`src/design/tsd_pkg.sv`:
```
// Constants, register map and types for the temperature and DAC update block
// ----------------------------------------------------------------------------
// Contract
// RULE_01: While enabled, temperature conversions repeat back to back in the background.
// RULE_02: Clearing the sensor enable bit 3 stops temperature conversions.
// RULE_03: Finished result lands in bits 11:0 of the temperature result register.
// RULE_04: Result is two's complement, 0.125 degC per LSB.
// RULE_05: Result register holds still while a read transfer is moving it out.
// RULE_06: Rate field bits 2:0; code 7 is 15 ms, lower codes double per step.
// RULE_07: Reference enable bit 13 selects internal buffered reference and drives pin.
// RULE_08: Reference enable bit reads zero after reset, selecting external reference.
// RULE_09: Four DAC channels, each a 10-bit data register ahead of 10-bit latch.
// RULE_10: After reset, DAC buffers powered down, outputs high-Z, data and latches default.
// RULE_11: Reading a DAC data register returns that channel's latch code.
// RULE_12: Sync bit 0: writing data register updates the latch at once.
// RULE_13: Sync bit 1: latch waits for a 1 written to load bit 11.
// RULE_14: Load strobe reloads only channels written since the previous load.
// RULE_15: Load bit self clears; written flag clears when that latch reloads.
// ----------------------------------------------------------------------------
package tsd_pkg;

  // --------------------------------------------------------------------------
  // Register offsets (byte addresses)
  // --------------------------------------------------------------------------
  localparam logic [11:0] OFS_TEMP_CFG = 12'h000;
  localparam logic [11:0] OFS_TEMP_RES = 12'h004;
  localparam logic [11:0] OFS_POWER = 12'h008;
  localparam logic [11:0] OFS_CONFIG = 12'h00c;
  localparam logic [11:0] OFS_DAC_SYNC = 12'h010;
  localparam logic [11:0] OFS_DAC_PWR = 12'h014;
  localparam logic [11:0] OFS_DAC_BASE = 12'h020;

  // --------------------------------------------------------------------------
  // Field positions and widths
  // --------------------------------------------------------------------------
  localparam int TEMP_EN_BIT = 3;
  localparam int RATE_W = 3;
  localparam int REF_ON_BIT = 13;
  localparam int LOAD_BIT = 11;
  localparam int TEMP_W = 12;
  localparam int DAC_W = 10;
  localparam int DAC_N = 4;

  // --------------------------------------------------------------------------
  // Reset values
  // --------------------------------------------------------------------------
  localparam logic TEMP_EN_RST = 1'b1;
  localparam logic [2:0] RATE_RST = 3'h7;
  localparam logic REF_ON_RST = 1'b0;
  localparam logic [9:0] DAC_RST = 10'h000;
  localparam logic [11:0] TEMP_RST = 12'h000;

  // --------------------------------------------------------------------------
  // Timing: base conversion time and its cycle count at 10 MHz
  // --------------------------------------------------------------------------
  localparam int CLK_HZ = 10000000;
  localparam int CONV_MS = 15;
  localparam int CONV_CYC = CONV_MS * (CLK_HZ / 1000);

  // Converter sequencer states
  typedef enum logic [1:0] {TSD_IDLE, TSD_CONV, TSD_DONE} tsd_state_e;

endpackage

```
`src/design/tsd_temp_conv.sv`:
```
// Background temperature conversion sequencer with frozen result register
`timescale 1ns/1ns
module tsd_temp_conv #(
  parameter int BASE_CYC = tsd_pkg::CONV_CYC
) (
  // Clock and reset
  input wire logic sys_clk,
  input wire logic rst_n,
  // Control
  input wire logic enable,
  input wire logic [2:0] rate,
  input wire logic freeze,
  // Sample from the analog front end
  input wire logic [11:0] sample,
  // Result
  output logic [11:0] result_q,
  output logic busy_q
);

  // Slowest setting is 128 times the base; keep counter wide enough
  localparam int CW = $clog2(BASE_CYC * 128 + 1);

  tsd_pkg::tsd_state_e state_q;
  tsd_pkg::tsd_state_e state_d;
  logic [CW-1:0] cnt_q;
  logic [CW-1:0] cnt_d;
  logic [CW-1:0] limit;
  logic [11:0] pend_q;
  logic pend_v_q;

  // Time shift: code 7 gives 1x, each step down doubles [RULE_06]
  assign limit = CW'(BASE_CYC) << (3'h7 - rate);

  // Sequencer next state
  always_comb begin
    state_d = state_q;
    cnt_d = cnt_q;
    case (state_q)
      tsd_pkg::TSD_IDLE: begin
        cnt_d = '0;
        if (enable) state_d = tsd_pkg::TSD_CONV;
      end
      tsd_pkg::TSD_CONV: begin
        cnt_d = cnt_q + 1'b1;
        if (!enable) state_d = tsd_pkg::TSD_IDLE; // [RULE_02]
        else if (cnt_q >= limit - 1'b1) state_d = tsd_pkg::TSD_DONE;
      end
      default: begin
        cnt_d = '0;
        // Restart at once for continuous monitoring [RULE_01]
        state_d = enable ? tsd_pkg::TSD_CONV : tsd_pkg::TSD_IDLE;
      end
    endcase
  end

  // State, pending result and frozen register
  always_ff @(posedge sys_clk or negedge rst_n) begin
    if (!rst_n) begin
      state_q <= tsd_pkg::TSD_IDLE;
      cnt_q <= '0;
      pend_q <= tsd_pkg::TEMP_RST;
      pend_v_q <= 1'b0;
      result_q <= tsd_pkg::TEMP_RST;
      busy_q <= 1'b0;
    end else begin
      state_q <= state_d;
      cnt_q <= cnt_d;
      busy_q <= (state_d == tsd_pkg::TSD_CONV);
      if (state_q == tsd_pkg::TSD_DONE) begin
        pend_q <= sample; // Two's complement 0.125 C code [RULE_04]
        pend_v_q <= 1'b1;
      end else if (pend_v_q && !freeze) begin
        result_q <= pend_q; // Applied only when no read is shifting [RULE_05] [RULE_03]
        pend_v_q <= 1'b0;
      end
    end
  end

endmodule

```
`src/design/tsd_dac_chan.sv`:
```
// One double-buffered DAC channel with written-since-load tracking
`timescale 1ns/1ns
module tsd_dac_chan #(
  parameter int W = tsd_pkg::DAC_W
) (
  // Clock and reset
  input wire logic sys_clk,
  input wire logic rst_n,
  // Control
  input wire logic wr,
  input wire logic [W-1:0] wdata,
  input wire logic sync_mode,
  input wire logic load,
  // State
  output logic [W-1:0] data_q,
  output logic [W-1:0] latch_q
);

  logic dirty_q;
  logic async_upd;
  logic sync_upd;

  // Async write goes straight through; sync waits for a load on dirty data
  assign async_upd = wr && !sync_mode; // [RULE_12]
  assign sync_upd = load && sync_mode && dirty_q; // [RULE_13] [RULE_14]

  // Registers
  always_ff @(posedge sys_clk or negedge rst_n) begin
    if (!rst_n) begin
      data_q <= W'(tsd_pkg::DAC_RST); // [RULE_10]
      latch_q <= W'(tsd_pkg::DAC_RST);
      dirty_q <= 1'b0;
    end else begin
      if (wr) data_q <= wdata;
      if (async_upd) latch_q <= wdata;
      else if (sync_upd) latch_q <= data_q;
      // A write in the same cycle as the reload keeps the flag set [RULE_15]
      if (wr && sync_mode) dirty_q <= 1'b1;
      else if (sync_upd || async_upd) dirty_q <= 1'b0;
    end
  end

endmodule

```
`src/design/tsd_top.sv`:
```
// Temperature sensor control, reference select and DAC update logic on APB
//
// Decided for this implementation: the register addresses and the APB interface to the registers.
`timescale 1ns/1ns
module tsd_top #(
  parameter int CONV_CYC = tsd_pkg::CONV_CYC,
  parameter int NCH = tsd_pkg::DAC_N
) (
  // Clock and reset
  input wire logic sys_clk,
  input wire logic rst_n,
  // APB slave
  input wire logic psel,
  input wire logic penable,
  input wire logic pwrite,
  input wire logic [11:0] paddr,
  input wire logic [31:0] pwdata,
  output logic [31:0] prdata,
  output logic pready,
  output logic pslverr,
  // Temperature front end
  input wire logic [11:0] temp_sample,
  output logic temp_busy,
  // Reference control
  output logic ref_int_sel,
  output logic ref_pin_drive,
  // DAC outputs
  output logic [NCH*tsd_pkg::DAC_W-1:0] dac_analog_output,
  output logic [NCH-1:0] dac_buf_on
);

  localparam int DW = tsd_pkg::DAC_W;

  // --------------------------------------------------------------------------
  // Address decode
  // --------------------------------------------------------------------------
  function automatic logic [11:0] dac_ofs(input int idx);
    dac_ofs = tsd_pkg::OFS_DAC_BASE + 12'(idx * 4);
  endfunction

  logic acc;
  logic wr;
  logic rd;
  logic hit_tcfg;
  logic hit_tres;
  logic hit_pwr;
  logic hit_cfg;
  logic hit_sync;
  logic hit_dpwr;
  logic [NCH-1:0] hit_dac;
  logic hit_any;

  // Taken once, in the first access cycle; a second take would double the load strobe
  assign acc = psel && penable;
  assign wr = acc && pwrite && !pready;
  assign rd = acc && !pwrite && !pready;
  assign hit_tcfg = (paddr == tsd_pkg::OFS_TEMP_CFG);
  assign hit_tres = (paddr == tsd_pkg::OFS_TEMP_RES);
  assign hit_pwr = (paddr == tsd_pkg::OFS_POWER);
  assign hit_cfg = (paddr == tsd_pkg::OFS_CONFIG);
  assign hit_sync = (paddr == tsd_pkg::OFS_DAC_SYNC);
  assign hit_dpwr = (paddr == tsd_pkg::OFS_DAC_PWR);
  generate
    for (genvar g = 0; g < NCH; g++) begin : g_hit
      assign hit_dac[g] = (paddr == dac_ofs(g));
    end
  endgenerate
  assign hit_any = hit_tcfg | hit_tres | hit_pwr | hit_cfg | hit_sync | hit_dpwr | (|hit_dac);

  // --------------------------------------------------------------------------
  // Control registers
  // --------------------------------------------------------------------------
  logic temp_en_q;
  logic [2:0] rate_q;
  logic ref_on_q;
  logic [NCH-1:0] sync_q;
  logic [NCH-1:0] pwr_q;
  logic load_q;

  // Software writable fields; load is a self clearing strobe
  always_ff @(posedge sys_clk or negedge rst_n) begin
    if (!rst_n) begin
      temp_en_q <= tsd_pkg::TEMP_EN_RST;
      rate_q <= tsd_pkg::RATE_RST;
      ref_on_q <= tsd_pkg::REF_ON_RST; // [RULE_08]
      sync_q <= '0;
      pwr_q <= '0; // [RULE_10]
      load_q <= 1'b0;
    end else begin
      load_q <= wr && hit_cfg && pwdata[tsd_pkg::LOAD_BIT]; // [RULE_15] [RULE_13]
      if (wr && hit_tcfg) begin
        temp_en_q <= pwdata[tsd_pkg::TEMP_EN_BIT]; // [RULE_02]
        rate_q <= pwdata[tsd_pkg::RATE_W-1:0]; // [RULE_06]
      end
      if (wr && hit_pwr) ref_on_q <= pwdata[tsd_pkg::REF_ON_BIT]; // [RULE_07]
      if (wr && hit_sync) sync_q <= pwdata[NCH-1:0];
      if (wr && hit_dpwr) pwr_q <= pwdata[NCH-1:0];
    end
  end

  // --------------------------------------------------------------------------
  // Temperature converter
  // --------------------------------------------------------------------------
  logic [11:0] temp_res;
  logic busy;
  logic freeze;

  // Freeze while a read of the result is in flight
  assign freeze = psel && !pwrite && hit_tres; // [RULE_05]

  tsd_temp_conv #(
    .BASE_CYC(CONV_CYC)
  ) u_conv (
    .sys_clk(sys_clk),
    .rst_n(rst_n),
    .enable(temp_en_q), // [RULE_01]
    .rate(rate_q),
    .freeze(freeze),
    .sample(temp_sample),
    .result_q(temp_res),
    .busy_q(busy)
  );

  // --------------------------------------------------------------------------
  // DAC channels
  // --------------------------------------------------------------------------
  logic [DW-1:0] latch [NCH];

  generate
    for (genvar c = 0; c < NCH; c++) begin : g_dac
      tsd_dac_chan #(
        .W(DW)
      ) u_chan (
        .sys_clk(sys_clk),
        .rst_n(rst_n),
        .wr(wr && hit_dac[c]),
        .wdata(pwdata[DW-1:0]),
        .sync_mode(sync_q[c]),
        .load(load_q),
        .data_q(),
        .latch_q(latch[c]) // [RULE_09]
      );
    end
  endgenerate

  // --------------------------------------------------------------------------
  // Read mux
  // --------------------------------------------------------------------------
  logic [31:0] rmux;

  // DAC reads return the latch, not the data register
  always_comb begin
    rmux = 32'h0000_0000;
    if (hit_tcfg) begin
      rmux[tsd_pkg::TEMP_EN_BIT] = temp_en_q;
      rmux[tsd_pkg::RATE_W-1:0] = rate_q;
    end else if (hit_tres) begin
      rmux[tsd_pkg::TEMP_W-1:0] = temp_res; // [RULE_03]
    end else if (hit_pwr) begin
      rmux[tsd_pkg::REF_ON_BIT] = ref_on_q;
    end else if (hit_sync) begin
      rmux[NCH-1:0] = sync_q;
    end else if (hit_dpwr) begin
      rmux[NCH-1:0] = pwr_q;
    end else begin
      for (int i = 0; i < NCH; i++) begin
        if (hit_dac[i]) rmux[DW-1:0] = latch[i]; // [RULE_11]
      end
    end
  end

  // --------------------------------------------------------------------------
  // Registered outputs
  // --------------------------------------------------------------------------
  always_ff @(posedge sys_clk or negedge rst_n) begin
    if (!rst_n) begin
      prdata <= 32'h0000_0000;
      pready <= 1'b0;
      pslverr <= 1'b0;
      temp_busy <= 1'b0;
      ref_int_sel <= 1'b0;
      ref_pin_drive <= 1'b0;
      dac_analog_output <= '0;
      dac_buf_on <= '0;
    end else begin
      // Answer in the second access cycle; unmapped gives pslverr
      pready <= acc && !pready;
      pslverr <= acc && !pready && !hit_any;
      prdata <= (rd && !pready) ? rmux : 32'h0000_0000;
      temp_busy <= busy;
      ref_int_sel <= ref_on_q; // [RULE_07]
      ref_pin_drive <= ref_on_q;
      dac_buf_on <= pwr_q; // [RULE_10]
      for (int i = 0; i < NCH; i++) begin
        dac_analog_output[i*DW +: DW] <= latch[i];
      end
    end
  end

endmodule

```
`config.mk`:
```
export PLATFORM = sky130hd
export DESIGN_NAME = tsd_top
export DESIGN_NICKNAME = d
export VERILOG_FILES = /design/src/design/tsd_pkg.sv /design/src/design/tsd_temp_conv.sv /design/src/design/tsd_dac_chan.sv /design/src/design/tsd_top.sv
export SDC_FILE = /design/constraint.sdc
export NUM_CORES = 1
export LEC_CHECK = 0
export BUFFER_PORTS_ARGS = -buffer_cell sky130_fd_sc_hd__buf_2
export CORE_MARGIN = 4
export CORE_UTILIZATION = 49
export DETAILED_ROUTE_END_ITERATION = 16
export GPL_TIMING_DRIVEN = 0
export PLACE_DENSITY = 0.73
export SETUP_SLACK_MARGIN = 0.02
export SLEW_MARGIN = 10
export SYNTH_ARGS = -nofsm -noshare
export SYNTH_HDL_FRONTEND = slang
export SYNTH_HIERARCHICAL = 1
export SYNTH_SLANG_ARGS = --single-unit
export TNS_END_PERCENT = 5
```
`constraint.sdc`:
```
create_clock -name sys_clk -period 2.62 [get_ports sys_clk]
set_input_delay 0.786 -clock sys_clk [delete_from_list [all_inputs] [get_ports sys_clk]]
set_output_delay 0.786 -clock sys_clk [all_outputs]
set_load 0.01 [all_outputs]
```
[After elaboration in Yosys (flattened, before gate mapping)]
Cells that the tools add are included.
Cells by class
  add/subtract/negate cells: 3
  order comparisons: 1
  equality and inequality tests: 12
  shift operators: 1
  muxes and demuxes: 41
  bitwise gates (word level): 7
  reduce and logical (&&, ||, !) cells: 62
Operator list (number)
  10-bit 2-to-1 mux: 14
  12-bit by 6-bit equality test with 1-bit output, second input constant: 4
  1-bit logical AND: 37
  25-bit by 1-bit adder with 25-bit output, second input constant: 1
  25-bit greater-or-equal comparator: 1
  25-bit 2-to-1 mux: 1
  18-bit by 3-bit << shifter with 25-bit output, first input constant: 1
  25-bit by 1-bit subtractor with 25-bit output, second input constant: 1
  12-bit by 4-bit equality test with 1-bit output, second input constant: 2
  12-bit by 5-bit equality test with 1-bit output, second input constant: 2
  2-bit nonzero test: 9
  1-bit 2-to-1 mux: 14
  14-bit 2-to-1 mux: 1
  12-bit by 3-bit equality test with 1-bit output, second input constant: 1
  12-bit zero test: 1
  4-bit 2-to-1 mux: 3
  6-bit 2-to-1 mux: 2
  1-bit zero test: 8
  2-bit 2-to-1 mux: 4
  8-bit 2-to-1 mux: 1
  1-bit bitwise OR: 6
  2-bit by 1-bit equality test with 1-bit output, second input constant: 2
  1-bit logical OR: 4
  2-bit one-hot mux with 2 select lines: 1
  other kinds (6): 6
Word-level totals
  flip-flop bits (word level): 213
  bits of input ports: 61
  output and inout bits: 81
  word-level logic and storage cells: 158

[Longest topological paths before layout]
Gate-level depths: netlist of run 1.
  word-level depth: 11
  mapped depth: 14
  depth with buffers taken out: 14

[Cells and area by module]
The synthesis of run 1 kept the hierarchy.
Modules (own cells, without submodules)
  tsd_dac_chan: instances 4, cells each 73, area each 1004.7 µm², sequential area each 525.5 µm²
  tsd_top: instances 1, cells each 225, area each 3085.5 µm², sequential area each 1881.8 µm²
  tsd_temp_conv: instances 1, cells each 297, area each 3056.7 µm², sequential area each 1326.3 µm²

[Worst setup path after synthesis of run 1]
Ideal clock, no wire load.
  kind: in2reg
  start point: input paddr[9]
  end point: register g_dac[2].u_chan.data_q[1]
  setup time: 0.125 ns
  data arrival time: 2.800 ns
  data required time: 2.495 ns
  path slack: -0.305 ns
  stages: 7
  path buffers: 2
  cell sequence: nor4_4 -> nand2_4 -> or4b_2 -> nor2_1 -> buf_4 -> clkbuf_8 -> mux2_2
Between the ends
  cells in the longest elaborated chain, start to end: 2
Ends and longest elaborated chain
  start: declaration: line tsd_top.sv:16  | input wire logic [11:0] paddr,
  12-bit by 6-bit equality test with 1-bit output: line tsd_top.sv:65  | assign hit_dac[g] = (paddr == dac_ofs(g));
  1-bit logical AND: line tsd_top.sv:136  | .wr(wr && hit_dac[c]),
  end signal: assignment: line tsd_dac_chan.sv:30  | data_q <= W'(tsd_pkg::DAC_RST);
  end signal: assignment: line tsd_dac_chan.sv:34  | if (wr) data_q <= wdata;
  end: declaration: line tsd_dac_chan.sv:15  | output logic [W-1:0] data_q,
Every way passes these cells.
A chain may end at the register's enable or synchronous reset.

[Worst setup path after layout of run 1]
  start point: register rate_q[0]
  end point: register u_conv.state_q[1]
Between the ends
  cells in the longest elaborated chain, start to end: 7
Ends and longest elaborated chain
  start: declaration: line tsd_top.sv:74  | logic [2:0] rate_q;
  start signal: assignment: line tsd_top.sv:84  | rate_q <= tsd_pkg::RATE_RST;
  start signal: assignment: line tsd_top.sv:93  | rate_q <= pwdata[tsd_pkg::RATE_W-1:0];
  3-bit subtractor: line tsd_temp_conv.sv:32  | assign limit = CW'(BASE_CYC) << (3'h7 - rate);
  18-bit by 3-bit << shifter with 25-bit output: line tsd_temp_conv.sv:32
  25-bit by 1-bit subtractor with 25-bit output: line tsd_temp_conv.sv:46  | else if (cnt_q >= limit - 1'b1) state_d = tsd_pkg::TSD_DONE;
  25-bit greater-or-equal comparator: line tsd_temp_conv.sv:46
  2-bit 2-to-1 mux: line tsd_temp_conv.sv:46
  2-bit 2-to-1 mux: line tsd_temp_conv.sv:45  | if (!enable) state_d = tsd_pkg::TSD_IDLE;
  2-bit one-hot mux with 2 select lines: line tsd_temp_conv.sv:38  | case (state_q)
  via u_conv.state_d[1]: line tsd_temp_conv.sv:24  | tsd_pkg::tsd_state_e state_d;
  end signal: assignment: line tsd_temp_conv.sv:59  | state_q <= tsd_pkg::TSD_IDLE;
  end signal: assignment: line tsd_temp_conv.sv:66  | state_q <= state_d;
  end: declaration: line tsd_temp_conv.sv:23  | tsd_pkg::tsd_state_e state_q;
The timed path passes the listed nets, and every way through them passes these cells.

==> qor.yml, run 1 <==
yosys:
  synth.area.top_cells: "dfrtp_1 (51%), mux2_2 (8.8%), o311a_1 (3.9%)"
  avgSynthCellArea_um2: 12.48
  synth.top_cell.area_share: 0.5123
  syn_inst: 814
  synth_seq_area_share: 0.5226
  synth.most_common_cell: "dfrtp_1"
  syn_area_um2: 10160
  yosys.area.top_type: "dfrtp_1"
  synth_common_cells: "dfrtp_1 (208), mux2_2 (79), nor2_1 (45), nand4b_1 (41), o311a_1 (40)"
  synth_flop_cell: "dfrtp_1"
  synth_edf_count: 0
  ys_types: 66
  ys_seq_elements: 212
  synth-async-reset-ratio: 1.000
  yosysWarnings: 6
worst_hold_path:
  hold_class: "input pin to async pin"
timing:
  drv_slew: 0
  rsz0062_at_grt: "yes"
  fmax_mhz: 340.7
  layout_setup_ws_ns: -0.3152
  setup_viol: 3
  hold_viol: 0
  relSlewSlack: 0.3889
  final.setup_skew_ns: 0.02216
  tightest_slew_ns: 0.9044
  finalCritPeriodShare: 1.120
  fin_hold_ws_ns: 0.3056
  min_period_ns: 2.935
global_route:
  grt_pass1_wl_mm: 40.32
  antenna_found_initial: 2
  grt-ovfl-total: 0
  grt_max_degree: 112
  grt_pass1_vias: 7273
  grt_use_total: 0.2141
critical_path:
  crit_path_start: "rate_q[0]"
  critical_path_required_ns: 3.07
  r2r_start: "rate_q[0]"
  reg2reg_depth: 12
  end_kind: "flop"
  r2r_slack_ns: -0.32
  critPathLaunchType: "flop"
  crit_arrival_ns: 3.38
  crit_end: "u_conv/state_q[1]"
  path_max_fanout: 4
  critical_path_class: "flop to flop"
  rr_endpoint: "u_conv/state_q[1]"
cells_and_area:
  finalNonFillerCells: 1269
  regArea_um2: 5310
  area_delta_synth_final_pct: 20.63
  design_area_um2: 12260
  fillCellCount: 1623
  multi_input_area_um2: 4521
  nets: 1071
  layout-drive-gt1-share: 0.3661
placed_design:
  gp_congestion: 0.8726
  dp_cells: 1204
  place_worst_setup_slack_ns: -0.5953
  hpwl_mm: 17.45
  placed_area_um2: 11150
  port_buffers: 101
detailed_routing:
  routedWlPerCell_um: 20.10
  dr_total_vias: 7261
  wl_mm: 25.50
  drcViolationCount: 0
  postRouteAntennaNets: 0
  vias_per_cell: 5.722
  drt_iter0_drc: 389
  drtPass1Iterations: 4
clocking:
  insertion_delay_ns: 0.52
  cts_sinks: 212
  cts_made_buffers: 23
  cts.htree.levels: 1
  clockBufferDepth: 3
  cts_root_buf: "clkbuf_16"
  cts.clk_slew.worst_paths_ns: 0.06
  cts_tree: "done"
floorplan:
  initial_core_util: 0.5006
  dieHeight_um: 152
  die_area_um2: 23100
  ios: 142
  rows: 52
  core-area_um2: 20300
  die_w_um: 152
pwr:
  vdd_ir_drop_max_mv: 0.4392
  p_leak_nw: 5.891
  power_mw: 6.936
  p_per_area_nw_per_um2: 565.9
status:
  status: "finished, violations left"
  failed_checks: "setup timing"
job:
  drv_cap: 0
[layout make-up]
cell class                      count  share of cell area
Sequential cell                   212              0.4332
Multi-Input combinational cell    535              0.3688
Timing Repair Buffer              123             0.05747
Clock buffer                       32             0.05380
Buffer                             70             0.04124
Tap cell                          270             0.02756
Clock inverter                     10             0.01225
Inverter                           15            0.005206
Antenna cell                        2           0.0004083
[cells by family after synthesis]
family | share of synthesized area
simple gates | 0.1641
flops | 0.5226
compound gates | 0.09962
mux | 0.1023
buf+inv | 0.05332
fa+ha+maj | 0.03694
xor+xnor | 0.02069
other cells | 0.0003691
[per-layer routing]
| layer | global-route usage | vias to the layer above | wire (um) |
|---|---|---|---|
| met3 | 0.03584 | 55 | 1225 |
| li1 | - | 3351 | - |
| met5 | 0 | - | 0 |
| met2 | 0.3514 | 216 | 12580 |
| met4 | 0.06550 | 0 | 821 |
| met1 | 0.2945 | 3639 | 10870 |
[sequential cells by signal (all words and copies together), names as in the netlist, 2 cells and up]
register,flops
pwr_q,4
rate_q,3
dac_analog_output,40
sync_q,4
u_conv/pend_q,12
u_conv/cnt_q,25
dac_buf_on,4
g_dac.u_chan/data_q,40
g_dac.u_chan/dirty_q,4
prdata,13
u_conv/state_q,2
u_conv/result_q,12
g_dac.u_chan/latch_q,40
[where the power goes]
part / switching, mW / internal [mW] / leakage, nW
combinational: 0.172 / 0.0755 / 2.55
sequential: 0.00398 / 3.28 / 2.95
clock: 1.33 / 2.07 / 0.397
[cell usage in the layout, fill, tap and decap left out, types with 6 or more instances in the layout]
cell,n
xor2_1,14
o311a_1,40
o221ai_1,6
inv_1,11
clkbuf_16,24
dfrtp_1,208
a21oi_1,20
o2bb2ai_1,6
xnor2_1,10
clkbuf_1,18
mux2_4,7
nand4_1,11
nand4b_1,41
buf_2,113
conb_1,19
nor2b_1,8
or3b_2,9
nand2_1,34
nand3_1,11
and3_1,9
nor2_1,39
or3b_1,32
buf_6,12
buf_4,43
mux2_2,76
o21ai_0,11
clkbuf_8,8
ha_1,25
[how the worst min path moves through the flow]
stage	from	to	slack, ns	depth (start not counted)
finish	rst_n	dac_analog_output[3]	0.31	1
detailed placement	u_conv/busy_q	temp_busy	0.34	0
CTS	rst_n	dac_buf_on[1]	0.34	1
floorplan	u_conv/busy_q	temp_busy	0.33	0
global route	rst_n	dac_buf_on[1]	0.36	1
global placement	u_conv/busy_q	temp_busy	0.34	0
[metrics by stage]
stage	utilization	setup TNS [ns]
after floorplan	-	-6.571
after global placement	0.5476	-644.99
after detailed placement	0.5495	-47.53
after CTS	0.5966	-0.3907
after global routing	0.6038	-1.335
final	0.6038	-0.9036
[repair_timing]
action	CTS	global route
gates resized for setup	22	15
pin swaps	9	13
hold buffers	0	0
buffers inserted	8	13
setup endpoints to repair	27	82
[worst max-delay path, cell delays in order, from the launching register on]
cell        delay, ns
dfstp_2          0.58
clkinvlp_4       0.18
ha_4             0.22
nor2b_4          0.15
nand2_2          0.10
a211oi_4         0.26
a21oi_1          0.08
ha_1             0.32
nand4_1          0.18
nor4_4           0.33
o211ai_1         0.13
nand4_1          0.17
and3_1           0.17
Power figures use the tool's default switching activity.
==> run 2, diff against run 1 <==
- PLACE_DENSITY: 0.73 -> 0.7
- clock period: 2.62 -> 2.8 ns (I/O delays scaled with it)
==> qor.yml, run 2 (synthesized netlist as in run 1, its figures left out) <==
placed_design:
  gp_congestion: 0.8482  # was 0.8726
  hpwl_mm: 17.57  # was 17.45 mm
  place_worst_setup_slack_ns: -0.4904  # was -0.5953 ns
  port_buffers: 101  # unchanged
detailed_routing:
  vias_per_cell: 5.688  # was 5.722
  drcViolationCount: 0  # unchanged
  routedWlPerCell_um: 20.14  # was 20.10 um
  drtPass1Iterations: 5  # was 4
  drt_iter0_drc: 544  # was 389
  wl_mm: 25.29  # was 25.50 mm
  postRouteAntennaNets: 0  # unchanged
  dr_total_vias: 7144  # was 7261
critical_path:
  critPathLaunchType: "flop"  # unchanged
  critical_path_required_ns: 3.23  # was 3.07 ns
  crit_path_start: "rate_q[1]"  # was rate_q[0]
  reg2reg_depth: 12  # unchanged
  crit_arrival_ns: 3.35  # was 3.38 ns
  critical_path_class: "flop to flop"  # unchanged
  rr_endpoint: "u_conv/state_q[1]"  # unchanged
  end_kind: "flop"  # unchanged
  path_max_fanout: 5  # was 4
  crit_end: "u_conv/state_q[1]"  # unchanged
  r2r_slack_ns: -0.12  # was -0.32 ns
  r2r_start: "rate_q[1]"  # was rate_q[0]
floorplan:
  die_w_um: 152  # unchanged
  dieHeight_um: 152  # unchanged
  die_area_um2: 23100  # unchanged
  initial_core_util: 0.5006  # unchanged
  core-area_um2: 20300  # unchanged
  ios: 142  # unchanged
  rows: 52  # unchanged
pwr:
  switchingPower_mw: 1.343  # was 1.508 mW
  p_int_mw: 4.999  # was 5.428 mW
  vdd_ir_drop_max_mv: 0.4221  # was 0.4392 mV
  p_comb_frac: 0.037  # was 0.036
  switching_share: 0.2118  # was 0.2174
  p_per_area_nw_per_um2: 522.8  # was 565.9 nW/um^2
  seq_power_share: 0.485  # was 0.473
  power_mw: 6.343  # was 6.936 mW
  p_leak_nw: 5.809  # was 5.891 nW
  p_clk_frac: 0.479  # was 0.491
clocking:
  insertion_delay_ns: 0.52  # about the same
  cts_tree: "done"  # unchanged
  cts_made_buffers: 23  # unchanged
  cts_sinks: 212  # unchanged
  cts.htree.levels: 1  # unchanged
  ctsHoldBuffers: 0  # unchanged
  clockBufferDepth: 3  # unchanged
  cts_root_buf: "clkbuf_16"  # unchanged
  cts.clk_slew.worst_paths_ns: 0.05  # was 0.06 ns
cells_and_area:
  regArea_um2: 5310  # unchanged
  nets: 1060  # was 1071
  reg_top3: "dac_analog_output (40), g_dac.u_chan/data_q (40), g_dac.u_chan/latch_q (40)"  # unchanged
  layout-drive-gt1-share: 0.3553  # was 0.3661
  fin_util: 0.5976  # was 0.6038
  mostFrequentLayoutCells: "dfrtp_1 (208), buf_2 (113), mux2_2 (79)"  # was dfrtp_1 (208), buf_2 (113), mux2_2 (76)
  final_common_cell: "dfrtp_1"  # unchanged
  fillCellCount: 1684  # was 1623
  area_delta_synth_final_pct: 19.39  # was 20.63%
  multi_input_area_um2: 4531  # was 4521 um^2
timing:
  finalCritPeriodShare: 1.042  # was 1.120
  min_period_ns: 2.919  # was 2.935 ns
  layout_setup_ws_ns: -0.1185  # was -0.3152 ns
  rsz0062_at_grt: "yes"  # unchanged
  tightest_slew_ns: 0.9286  # was 0.9044 ns
  setup_viol: 3  # unchanged
  hold_viol: 0  # unchanged
  final.setup_skew_ns: 0.02288  # was 0.02216 ns
  fmax_mhz: 342.6  # was 340.7 MHz
  drv_slew: 0  # unchanged
  relSlewSlack: 0.3758  # was 0.3889
global_route:
  grt-ovfl-total: 0  # unchanged
  grt_pass1_vias: 7152  # was 7273
  grt_max_degree: 103  # was 112
  grt_pass1_wl_mm: 40.65  # was 40.32 mm
  grt_use_total: 0.2153  # was 0.2141
  antenna_found_initial: 0  # was 2
status:
  failed_checks: "setup timing"  # unchanged
  status: "finished, violations left"  # unchanged
job:
  drv_cap: 0  # unchanged
worst_hold_path:
  hold_class: "input pin to async pin"  # unchanged
[run 2: repair_timing]
item | 4_1_cts | 5_1_grt
endpoints found under the setup margin | 3 | 22
pin swaps | 12 | 11
endpoints found under the hold margin | 0 | 0
buffers inserted | 6 | 3
gates resized for setup | 26 | 11
[run 2: through the flow]
stage	instances	setup TNS, ns	hold slack (ns)	cell area [um^2]
finish	1256	-0.3205	0.1869	12130
detailed placement	1205	-35.26	0.3347	11160
global placement	1203	-605.13	0.3375	11090
CTS	1252	0	0.1759	12060
global route	1255	-0.7402	0.1824	12130
floorplan	832	0	0.3312	10250
[run 2: worst min path at each step]
stage,start,to,slack (ns)
after floorplan,u_conv/busy_q,temp_busy,0.33
after global placement,u_conv/busy_q,temp_busy,0.34
after detailed placement,u_conv/busy_q,temp_busy,0.33
after CTS,rst_n,u_conv/cnt_q[12],0.18
after global routing,rst_n,u_conv/cnt_q[12],0.18
final,rst_n,dac_analog_output[1],0.19
[run 2: cell type report]
cell class | count | area share
antenna | 1 | 0.0002063
buffer | 70 | 0.04043
clock buffer | 37 | 0.05672
clock inverter | 4 | 0.006085
inverter | 15 | 0.004951
multi-input combinational | 535 | 0.3735
sequential | 212 | 0.4377
tap | 270 | 0.02785
timing repair buffer | 112 | 0.05260
[run 2: power groups by stage]
stage / Combinational, mW / Sequential (mW) / Clock (mW)
2_1_floorplan: 0.0779 / 3.13 / 0
3_3_place_gp: 0.223 / 3.13 / 0
3_5_place_dp: 0.234 / 3.13 / 0
4_1_cts: 0.236 / 3.07 / 3.11
5_1_grt: 0.259 / 3.07 / 3.26
6_report: 0.232 / 3.07 / 3.04
[run 2: layer usage]
metal  up-vias  track usage  routed length [um]
met5         -            0                   0
met4         0      0.04795                 543
met3        42      0.03441                1361
met2       195       0.3571               12460
met1      3578       0.3017               10920
li1       3329            -                   -
[run 2: critical path: stages (launching register included)]
cell        delay, ns
dfstp_2          0.58
clkinvlp_4       0.21
ha_4             0.22
inv_2            0.08
nand2_2          0.09
a211oi_4         0.20
a21oi_1          0.07
ha_1             0.32
nand4_1          0.20
nor4_4           0.34
o211ai_1         0.16
nand4_1          0.19
and3_1           0.18
